===== src/include/crtr_pkg.sv =====
// constants for the codec record transfer register group
package crtr_pkg;
   // ----------------------------------------------------------------
   // register byte offsets on the processor address bus
   // ----------------------------------------------------------------
   localparam logic [5:0] OFS_ROW_LEN_LO = 6'h1C;
   localparam logic [5:0] OFS_ROW_LEN_HI = 6'h1D;
   localparam logic [5:0] OFS_CREC_LO = 6'h20;
   localparam logic [5:0] OFS_CREC_HI = 6'h21;
   localparam logic [5:0] OFS_STATUS = 6'h27;
   localparam logic [5:0] OFS_MASK = 6'h29;
   localparam logic [5:0] OFS_DREC_LO = 6'h2C;
   localparam logic [5:0] OFS_DREC_HI = 6'h2D;
   localparam logic [5:0] OFS_TALLY_B0 = 6'h30;
   localparam logic [5:0] OFS_TALLY_B1 = 6'h31;
   localparam logic [5:0] OFS_TALLY_B2 = 6'h32;
   localparam logic [5:0] OFS_TALLY_B3 = 6'h33;
   localparam logic [5:0] OFS_CPRE = 6'h34;
   localparam logic [5:0] OFS_PATTERN = 6'h35;
   localparam logic [5:0] OFS_DPRE = 6'h38;
   localparam logic [5:0] OFS_TEST = 6'h3A;
   // ----------------------------------------------------------------
   // field positions
   // ----------------------------------------------------------------
   localparam int BIT_COMP_END = 0;
   localparam int BIT_DECOMP_END = 1;
   localparam int BIT_PRE_EN = 7;
   localparam int BIT_FILL = 6;
   localparam int ROW_LEN_W = 11;
   localparam int CFG_DIR_POL = 0;
   localparam int CFG_CS_MODE = 1;
   // ----------------------------------------------------------------
   // reset values and writable-bit masks
   // ----------------------------------------------------------------
   localparam logic [15:0] REC_RESET = 16'hFFFF;
   localparam logic [7:0] MASK_RESET = 8'hFF;
   localparam logic [7:0] BYTE_ZERO = 8'h00;
   localparam logic [1:0] STATUS_RESET = 2'h0;
   localparam logic [ROW_LEN_W-1:0] ROW_LEN_RESET = 11'h000;
   localparam logic [31:0] TALLY_RESET = 32'h0000_0000;
   localparam logic [7:0] CPRE_WMASK = 8'hBB;
   localparam logic [7:0] DPRE_WMASK = 8'hFB;
   localparam logic [7:0] READ_UNMAPPED = 8'h00;
   // ----------------------------------------------------------------
   // word sizes in bytes for the tally, by bus width setting
   // ----------------------------------------------------------------
   localparam logic [31:0] WORD_BYTES_WIDE = 32'h0000_0004;
   localparam logic [31:0] WORD_BYTES_NARROW = 32'h0000_0002;
   // ----------------------------------------------------------------
   // host access sequencer states
   // ----------------------------------------------------------------
   typedef enum logic [2:0] {
      ACC_IDLE = 3'b001,
      ACC_EXEC = 3'b010,
      ACC_DONE = 3'b100
   } crtr_acc_e;
endpackage


===== src/rtl/crtr_regs.sv =====
// codec record transfer register group behind the 8-bit host port
// Notes on behaviour
// - eleven-bit row length at 0x1C/0x1D, minimum 16
// - compression record counter decrements per record end
// - compression end flag sets at zero, W1C
// - decompression end flag sets at zero, W1C
// - mask bits block their flag from interrupt
// - decompression counter expiry posts end interrupt
// - tally counts output bytes rounded to word
// - tally cleared at record start, queue clear
// - compression preload register mirrors control bits
// - decompression preload register adds fill bit
// - fill pattern byte feeds blank records
// - six-bit address selects the register
// - one-cycle chip select starts whole access
// - config pin zero sets direction polarity
// - ready low marks read data or write done
// - preload copied into control at record end
// - fill mode cleared when decompression count zero
`timescale 1ns/1ps
module crtr_regs
   import crtr_pkg::*;
#(
   parameter int TALLY_W = 32  // width of the compressed byte tally
) (
   input wire logic mclk_i,                        // device clock, 125 MHz
   input wire logic rst_b_i,                       // async reset, active low
   input wire logic [5:0] proc_address_bus_i,      // register address
   input wire logic [7:0] proc_data_bus_i,         // host data toward device
   output logic [7:0] proc_data_bus_o,             // read data toward host
   output logic proc_data_bus_oe_o,                // high while device drives data
   input wire logic chip_select_n_i,               // access start, active low
   input wire logic dir_i,                         // read/write direction
   input wire logic [1:0] host_port_config_i,      // direction polarity, ready mode
   output logic access_done_n_o,                   // ready, active low
   output logic interrupt_out_n_o,                 // interrupt, active low
   input wire logic comp_record_end_i,             // last record byte compressed
   input wire logic decomp_record_end_i,           // last record byte decompressed
   input wire logic comp_eor_out_i,                // end of record leaves compressor
   input wire logic decomp_eor_out_i,              // end of record leaves decompressor
   input wire logic comp_record_start_i,           // new compressed record begins
   input wire logic comp_out_word_i,               // one word left output queue
   input wire logic comp_out_queue_clear_i,        // output queue reset level
   input wire logic wide_i,                        // bus width: 1 wide, 0 narrow
   output logic comp_ctrl_load_o,                  // preload copy pulse, compression
   output logic [7:0] comp_ctrl_value_o,           // value copied to compression control
   output logic decomp_ctrl_load_o,                // preload copy pulse, decompression
   output logic [7:0] decomp_ctrl_value_o,         // value copied to decompression control
   output logic decomp_fill_mode_o,                // blank-record fill active
   output logic [7:0] fill_pattern_o,              // byte repeated during fill
   output logic [ROW_LEN_W-1:0] decomp_row_length_o // bytes per scan row
);

   // ----------------------------------------------------------------
   // storage
   // ----------------------------------------------------------------
   crtr_acc_e acc_state;                  // host access sequencer
   logic [5:0] acc_addr;                  // captured address
   logic [7:0] acc_wdata;                 // captured write data
   logic acc_read;                        // captured direction, 1 = read
   logic [ROW_LEN_W-1:0] decomp_row_length; // row length field
   logic [15:0] comp_record_counter;      // records left, compression
   logic [15:0] decomp_record_counter;    // records left, decompression
   logic [1:0] transfer_end_status;       // sticky end-of-transfer flags
   logic [7:0] transfer_end_mask;         // interrupt masks
   logic [TALLY_W-1:0] compressed_byte_tally; // bytes out this record
   logic [7:0] comp_ctrl_preload;         // compression preload
   logic [7:0] decomp_ctrl_preload;       // decompression preload
   logic [7:0] fill_pattern;              // blank record byte
   logic [7:0] decomp_test_reserved;      // production test byte
   logic [7:0] next_rdata;                // read mux result
   logic wr_en;                           // write strobe in exec cycle
   logic comp_hits_zero;                  // compression count reaches zero
   logic decomp_hits_zero;                // decompression count reaches zero
   logic [TALLY_W-1:0] word_bytes;        // tally step for this bus width

   // execute cycle performs the register write
   assign wr_en = (acc_state == ACC_EXEC) && !acc_read;

   // decrement of one ends the transfer
   assign comp_hits_zero = comp_record_end_i && (comp_record_counter == 16'h0001);
   assign decomp_hits_zero = decomp_record_end_i && (decomp_record_counter == 16'h0001);

   // step is the full word, so partial words round up naturally
   assign word_bytes = wide_i ? TALLY_W'(WORD_BYTES_WIDE) : TALLY_W'(WORD_BYTES_NARROW);

   // ----------------------------------------------------------------
   // host access sequencer
   // ----------------------------------------------------------------
   // chip select only starts an access in idle, so a held select does not
   // restart an access while the previous one is still completing
   always_ff @(posedge mclk_i or negedge rst_b_i) begin
      if (!rst_b_i) begin
         acc_state <= ACC_IDLE;
      end else begin
         unique case (acc_state)
            ACC_IDLE: begin
               if (!chip_select_n_i) begin
                  acc_state <= ACC_EXEC;
               end
            end
            ACC_EXEC: begin
               acc_state <= ACC_DONE;
            end
            ACC_DONE: begin
               if (host_port_config_i[CFG_CS_MODE] || chip_select_n_i) begin
                  acc_state <= ACC_IDLE;
               end
            end
         endcase
      end
   end

   // capture of address, direction and data at the start edge
   always_ff @(posedge mclk_i or negedge rst_b_i) begin
      if (!rst_b_i) begin
         acc_addr <= 6'h00;
         acc_wdata <= BYTE_ZERO;
         acc_read <= 1'b0;
      end else if (acc_state == ACC_IDLE && !chip_select_n_i) begin
         acc_addr <= proc_address_bus_i;
         acc_wdata <= proc_data_bus_i;
         acc_read <= dir_i ^ host_port_config_i[CFG_DIR_POL];
      end
   end

   // ----------------------------------------------------------------
   // read path and ready
   // ----------------------------------------------------------------
   // read mux, reserved bits and unmapped addresses read as zero
   always_comb begin
      next_rdata = READ_UNMAPPED;
      unique case (acc_addr)
         OFS_ROW_LEN_LO: next_rdata = decomp_row_length[7:0];
         OFS_ROW_LEN_HI: next_rdata = {5'h00, decomp_row_length[10:8]};
         OFS_CREC_LO: next_rdata = comp_record_counter[7:0];
         OFS_CREC_HI: next_rdata = comp_record_counter[15:8];
         OFS_STATUS: next_rdata = {6'h00, transfer_end_status};
         OFS_MASK: next_rdata = transfer_end_mask;
         OFS_DREC_LO: next_rdata = decomp_record_counter[7:0];
         OFS_DREC_HI: next_rdata = decomp_record_counter[15:8];
         OFS_TALLY_B0: next_rdata = compressed_byte_tally[7:0];
         OFS_TALLY_B1: next_rdata = compressed_byte_tally[15:8];
         OFS_TALLY_B2: next_rdata = compressed_byte_tally[23:16];
         OFS_TALLY_B3: next_rdata = compressed_byte_tally[31:24];
         OFS_CPRE: next_rdata = comp_ctrl_preload;
         OFS_PATTERN: next_rdata = fill_pattern;
         OFS_DPRE: next_rdata = decomp_ctrl_preload;
         OFS_TEST: next_rdata = decomp_test_reserved;
         default: next_rdata = READ_UNMAPPED;
      endcase
   end

   // read data is latched in exec and held through the done phase
   always_ff @(posedge mclk_i or negedge rst_b_i) begin
      if (!rst_b_i) begin
         proc_data_bus_o <= BYTE_ZERO;
         proc_data_bus_oe_o <= 1'b0;
         access_done_n_o <= 1'b1;
      end else begin
         if (acc_state == ACC_EXEC) begin
            proc_data_bus_o <= next_rdata;
         end
         if (acc_state == ACC_EXEC) begin
            access_done_n_o <= 1'b0;
            proc_data_bus_oe_o <= acc_read;
         end else if (acc_state == ACC_DONE &&
                      (host_port_config_i[CFG_CS_MODE] || chip_select_n_i)) begin
            access_done_n_o <= 1'b1;
            proc_data_bus_oe_o <= 1'b0;
         end
      end
   end

   // ----------------------------------------------------------------
   // plain configuration registers
   // ----------------------------------------------------------------
   // row length, pattern, masks, preloads and test byte; reserved
   // bits are dropped on write since software must write them zero
   always_ff @(posedge mclk_i or negedge rst_b_i) begin
      if (!rst_b_i) begin
         decomp_row_length <= ROW_LEN_RESET;
         fill_pattern <= BYTE_ZERO;
         transfer_end_mask <= MASK_RESET;
         comp_ctrl_preload <= BYTE_ZERO;
         decomp_ctrl_preload <= BYTE_ZERO;
         decomp_test_reserved <= BYTE_ZERO;
      end else if (wr_en) begin
         unique case (acc_addr)
            OFS_ROW_LEN_LO: decomp_row_length[7:0] <= acc_wdata;
            OFS_ROW_LEN_HI: decomp_row_length[10:8] <= acc_wdata[2:0];
            OFS_MASK: transfer_end_mask <= acc_wdata;
            OFS_CPRE: comp_ctrl_preload <= acc_wdata & CPRE_WMASK;
            OFS_PATTERN: fill_pattern <= acc_wdata;
            OFS_DPRE: decomp_ctrl_preload <= acc_wdata & DPRE_WMASK;
            OFS_TEST: decomp_test_reserved <= acc_wdata;
            default: begin
               // other addresses handled elsewhere or ignored
            end
         endcase
      end
   end

   // ----------------------------------------------------------------
   // record counters
   // ----------------------------------------------------------------
   // a host byte write in the same cycle as a record end wins, so
   // the written byte is kept and the decrement of that cycle is dropped
   always_ff @(posedge mclk_i or negedge rst_b_i) begin
      if (!rst_b_i) begin
         comp_record_counter <= REC_RESET;
      end else if (wr_en && acc_addr == OFS_CREC_LO) begin
         comp_record_counter[7:0] <= acc_wdata;
      end else if (wr_en && acc_addr == OFS_CREC_HI) begin
         comp_record_counter[15:8] <= acc_wdata;
      end else if (comp_record_end_i) begin
         comp_record_counter <= comp_record_counter - 16'h0001;
      end
   end

   // decompression counter, same priority as compression
   always_ff @(posedge mclk_i or negedge rst_b_i) begin
      if (!rst_b_i) begin
         decomp_record_counter <= REC_RESET;
      end else if (wr_en && acc_addr == OFS_DREC_LO) begin
         decomp_record_counter[7:0] <= acc_wdata;
      end else if (wr_en && acc_addr == OFS_DREC_HI) begin
         decomp_record_counter[15:8] <= acc_wdata;
      end else if (decomp_record_end_i) begin
         decomp_record_counter <= decomp_record_counter - 16'h0001;
      end
   end

   // ----------------------------------------------------------------
   // end-of-transfer flags and interrupt
   // ----------------------------------------------------------------
   // one flop per flag; a set in the clearing cycle survives
   generate
      for (genvar i = 0; i < 2; i++) begin : g_flag
         logic set_ev;   // hardware event for this flag
         logic clr_ev;   // software write of one
         assign set_ev = (i == BIT_COMP_END) ? comp_hits_zero : decomp_hits_zero;
         assign clr_ev = wr_en && (acc_addr == OFS_STATUS) && acc_wdata[i];
         always_ff @(posedge mclk_i or negedge rst_b_i) begin
            if (!rst_b_i) begin
               transfer_end_status[i] <= STATUS_RESET[i];
            end else if (set_ev) begin
               transfer_end_status[i] <= 1'b1;
            end else if (clr_ev) begin
               transfer_end_status[i] <= 1'b0;
            end
         end
      end
   endgenerate

   // interrupt follows status one cycle later, registered for a clean pin
   always_ff @(posedge mclk_i or negedge rst_b_i) begin
      if (!rst_b_i) begin
         interrupt_out_n_o <= 1'b1;
      end else begin
         interrupt_out_n_o <= ~|(transfer_end_status & ~transfer_end_mask[1:0]);
      end
   end

   // ----------------------------------------------------------------
   // compressed byte tally
   // ----------------------------------------------------------------
   // clear has top priority: a queue reset must never leave stale counts
   always_ff @(posedge mclk_i or negedge rst_b_i) begin
      if (!rst_b_i) begin
         compressed_byte_tally <= TALLY_W'(TALLY_RESET);
      end else if (comp_record_start_i || comp_out_queue_clear_i) begin
         compressed_byte_tally <= TALLY_W'(TALLY_RESET);
      end else if (wr_en && acc_addr == OFS_TALLY_B0) begin
         compressed_byte_tally[7:0] <= acc_wdata;
      end else if (wr_en && acc_addr == OFS_TALLY_B1) begin
         compressed_byte_tally[15:8] <= acc_wdata;
      end else if (wr_en && acc_addr == OFS_TALLY_B2) begin
         compressed_byte_tally[23:16] <= acc_wdata;
      end else if (wr_en && acc_addr == OFS_TALLY_B3) begin
         compressed_byte_tally[31:24] <= acc_wdata;
      end else if (comp_out_word_i) begin
         compressed_byte_tally <= compressed_byte_tally + word_bytes;
      end
   end

   // ----------------------------------------------------------------
   // preload copy toward the control registers
   // ----------------------------------------------------------------
   // control registers live with the engines; this block offers the
   // value and a one-cycle load pulse at each record end whose preload has BIT_PRE_EN set
   always_ff @(posedge mclk_i or negedge rst_b_i) begin
      if (!rst_b_i) begin
         comp_ctrl_load_o <= 1'b0;
         comp_ctrl_value_o <= BYTE_ZERO;
         decomp_ctrl_load_o <= 1'b0;
         decomp_ctrl_value_o <= BYTE_ZERO;
      end else begin
         comp_ctrl_load_o <= comp_eor_out_i && comp_ctrl_preload[BIT_PRE_EN];
         decomp_ctrl_load_o <= decomp_eor_out_i && decomp_ctrl_preload[BIT_PRE_EN];
         if (comp_eor_out_i && comp_ctrl_preload[BIT_PRE_EN]) begin
            comp_ctrl_value_o <= comp_ctrl_preload;
         end
         if (decomp_eor_out_i && decomp_ctrl_preload[BIT_PRE_EN]) begin
            decomp_ctrl_value_o <= decomp_ctrl_preload;
         end
      end
   end

   // fill mode enters with a preload carrying the fill bit and ends at
   // transfer end; the end wins so a stale fill never outlives it
   always_ff @(posedge mclk_i or negedge rst_b_i) begin
      if (!rst_b_i) begin
         decomp_fill_mode_o <= 1'b0;
      end else if (decomp_hits_zero) begin
         decomp_fill_mode_o <= 1'b0;
      end else if (decomp_eor_out_i && decomp_ctrl_preload[BIT_PRE_EN]) begin
         decomp_fill_mode_o <= decomp_ctrl_preload[BIT_FILL];
      end
   end

   // registered copies of configuration for the engines
   always_ff @(posedge mclk_i or negedge rst_b_i) begin
      if (!rst_b_i) begin
         fill_pattern_o <= BYTE_ZERO;
         decomp_row_length_o <= ROW_LEN_RESET;
      end else begin
         fill_pattern_o <= fill_pattern;
         decomp_row_length_o <= decomp_row_length;
      end
   end

endmodule


===== config.mk =====
export PLATFORM = sky130hd
export DESIGN_NAME = crtr_regs
export DESIGN_NICKNAME = d
export VERILOG_FILES = /design/src/include/crtr_pkg.sv /design/src/rtl/crtr_regs.sv
export SDC_FILE = /design/constraint.sdc
export NUM_CORES = 1
export LEC_CHECK = 0
export BUFFER_PORTS_ARGS = -buffer_cell sky130_fd_sc_hd__buf_2
export CORE_MARGIN = 2
export CORE_UTILIZATION = 35
export CTS_CLUSTER_DIAMETER = 200
export CTS_CLUSTER_SIZE = 16
export DETAILED_ROUTE_END_ITERATION = 8
export PLACE_DENSITY = 0.53
export SLEW_MARGIN = 20
export SYNTH_ARGS = -nofsm -noshare
export SYNTH_HDL_FRONTEND = slang
export SYNTH_SLANG_ARGS = --single-unit

===== constraint.sdc =====
create_clock -name mclk_i -period 6.1 [get_ports mclk_i]
set_input_delay 1.22 -clock mclk_i [delete_from_list [all_inputs] [get_ports mclk_i]]
set_output_delay 1.22 -clock mclk_i [all_outputs]
set_load 0.02 [all_outputs]

==> metrics.cfg <==
[setup_path]
reg2reg_setup_slack_ns = 2.85
crit_arrival_ns = 3.62
worstPathCellList = nor4b_4, nand3_1, nand2_1, nor3_1, xnor2_1, a21oi_1
critical_path.max_fanout = 17
critical_path.startpoint_type = flip-flop
cp-end-kind = flip-flop
timing.critical_path.slowest_cell_delay_ns = 1.04
worstPathRequired_ns = 6.47
r2r_cells = 6
startpoint_to_endpoint_class_of_the_critical_path = reg -> reg
critical_path.slowest_cell = nor4b_4

[cts]
tritoncts = yes
numClockSinks = 178
worst_skew_pair.late_latency_ns = 0.44
resized_cells_post_cts = 0
post-cts-setup-buffers = 0
numCtsBuffers = 17
cts_buffer_depth = 2
deepest_level_of_the_cts_h_tree = 4
root_buffer_cell = clkbuf_16
clkTransAtPathRegs_ns = 0.08
cts.hold.buffers_added = 0

[job]
max_capacitance_violation_count = 0

[synthesis]
netlist_area_sq_um = 9220
ys.warnings.count = 0
post_synth_main_area_contributors = dfrtp_1, dfstp_2, mux2_2, a21oi_1, o21ai_0
synth-seq-cells = 178
yosys_most_used_dff = dfrtp_1
synth_sequential_area_ratio = 0.489
post-synth-top-area-fraction = 0.367
synthCells = 904
netlist-cell-type-count = 77
ys_async_sr_fraction = 1.00
synth.largest_area_cell = dfrtp_1
synth_edf_count = 0
syn-mean-instance-area_sq_um = 10.2

[timing]
setup-violations-final = 0
hold_viol_final = 0
min_period_over_period = 0.532
achievable-frequency_mhz = 308
max_slew_margin = 0.243
tightestPinTransition_ns = 1.13
setup-tns-final_ns = 0
fin_worst_skew_ns = 0.0108
timing_max_transition_violations_final = 0
period_minus_slack_ns = 3.25
rsz_0062_raised_after_global_routing = false

[place]
placed_cells_incl_taps = 1271
io_buffers = 73
gp_routability_congestion = 0.863
post_dp_cell_area_sq_um = 9840
place.detailed.hpwl_mm = 19.8

[grt]
first_global_vias = 7135
grt_pass1_wl_mm = 44.2
gr-total-overflow = 0
maximum_number_of_pins_on_one_net_before_global_route_repair = 66
initial_antenna_violation_count = 0
globalRouteTotalUtil = 0.208

[final_layout]
n_antenna_cell = 0
mostFrequentLayoutCell = dfrtp_1
mostFrequentLayoutCells = dfrtp_1, mux2_2, a21oi_1, buf_2
areaGrowthSynthToFinish_pct = 13.6
proportion_of_layout_cells_with_a_drive_suffix_above_1 = 0.270
layout.nets = 991
post-route-cell-area_sq_um = 10500
final_cells = 1304

[power_and_ir_drop]
static-leakage-power_uw = 0.00441
power.share.combinational = 0.238
clockPowerShare = 0.272
netSwitchingFraction = 0.398
powerDensity_nw_per_um2 = 405
p_seq_frac = 0.490
power.ir.vdd_worst_v = 0.000261
intPower_uw = 2550
net-switching-power_uw = 1690

[detailed_routing]
route.detailed.drc = 0
route.antenna.remaining_nets = 0
initialDrtViolationCount = 806
route.vias.total = 7586
route.final.wire_length_mm = 29.0
wire_per_inst_microns = 22.2
routed_via_density = 5.82
drt-pass1-iter-count = 8

[floorplanning]
placement_rows = 59
die-height_microns = 166
initial_core_util = 0.355
core_area_sq_um = 26000
total_die_area_sq_um = 27600
die_width_microns = 166
ports_placed_on_the_boundary = 77

[worst_hold_path]
hold_path.class = reg -> reg
hold_path_depth = 0

[status]
outcome = finished, final reports clean

registers in the layout, summed over array words and instances (netlist names), 11 cells and up:
signal,flops
decomp_row_length_o,11
compressed_byte_tally,32
decomp_row_length,11
decomp_record_counter,16
comp_record_counter,16
per-stage QoR:
step / power [uW] / setup WS (ns) / utilization / hold WS [ns]
2_1_floorplan: 2610 / 3.09 / - / 0.369
4_1_cts: 4260 / 2.89 / 0.402 / 0.418
5_1_grt: 4450 / 2.65 / 0.403 / 0.433
3_5_place_dp: 3100 / 2.80 / 0.379 / 0.399
3_3_place_gp: 3080 / 2.88 / 0.379 / 0.400
6_report: 4240 / 2.85 / 0.403 / 0.417
cell type report:
cell class | count | area (sq um)
fillers | 2606 | 15500
flip-flops and latches | 178 | 4510
multi-input cells | 661 | 4430
repair buffers | 81 | 438
clock buffers | 17 | 425
well taps | 335 | 419
clock inverters | 15 | 188
inverters | 17 | 63.8
power by group through the flow:
stage                     sequential (uW)  clock [uW]  combinational [uW]
after floorplan                      1810           0                 803
after global routing                 2130        1220                1100
after detailed placement             2090           0                1010
after CTS                            2070        1180                1010
final                                2080        1150                1010
after global placement               2090           0                 992
cell usage after synthesis (7+ instances only):
library cell  instances
dfrtp_1             135
nand4_1              16
mux2_2               72
a21oi_1              72
xnor2_1              12
nand3_1              30
dfstp_2              43
inv_1                17
o211ai_1             10
mux2i_1               8
o21a_1                7
o21ai_1              13
o21ai_0              53
buf_2                17
nor3_1               27
a22oi_1              35
nor2_1               70
nand2_1              70
buf_4                 7
clkbuf_1             20
nand2b_1              9
or3_1                 7
nor4_1               12
a31oi_1              10
worst max-delay path: cells and delay by family (launching register included):
family / cells / cell delay (ns)
and+or+nand+nor: 4 / 2.36
DFF: 1 / 0.53
xor gates and xnor gates: 1 / 0.14
AOI/OAI and AO/OA: 1 / 0.14
worst paths after layout:
| check | from | end |
|---|---|---|
| max reg2reg | acc_state[2] | comp_record_counter[7] |
| max in group asynchronous | rst_b_i | compressed_byte_tally[26] |
| max | acc_state[2] | comp_record_counter[7] |
| min in group asynchronous | rst_b_i | decomp_ctrl_load_o |
| min reg2reg | fill_pattern[0] | fill_pattern_o[0] |
| min | fill_pattern[0] | fill_pattern_o[0] |
routing by layer:
layer	share of wire	GRT usage	up-vias
met5	0	0	-
met4	0.014	0.0487	0
met3	0.065	0.0450	31
met2	0.46	0.311	261
met1	0.46	0.309	3827
li1	-	-	3467
cells by family after synthesis:
logic type                 share of synthesized area
and+or+nand+nor                                0.178
AOI/OAI and AO/OA                              0.178
buffers and inverters                         0.0342
adders and majority gates                     0.0103
xor gates and xnor gates                      0.0133
DFF                                            0.489
other                                       0.000407
muxes                                         0.0967
No activity file was read; power rests on OpenSTA's default activity.
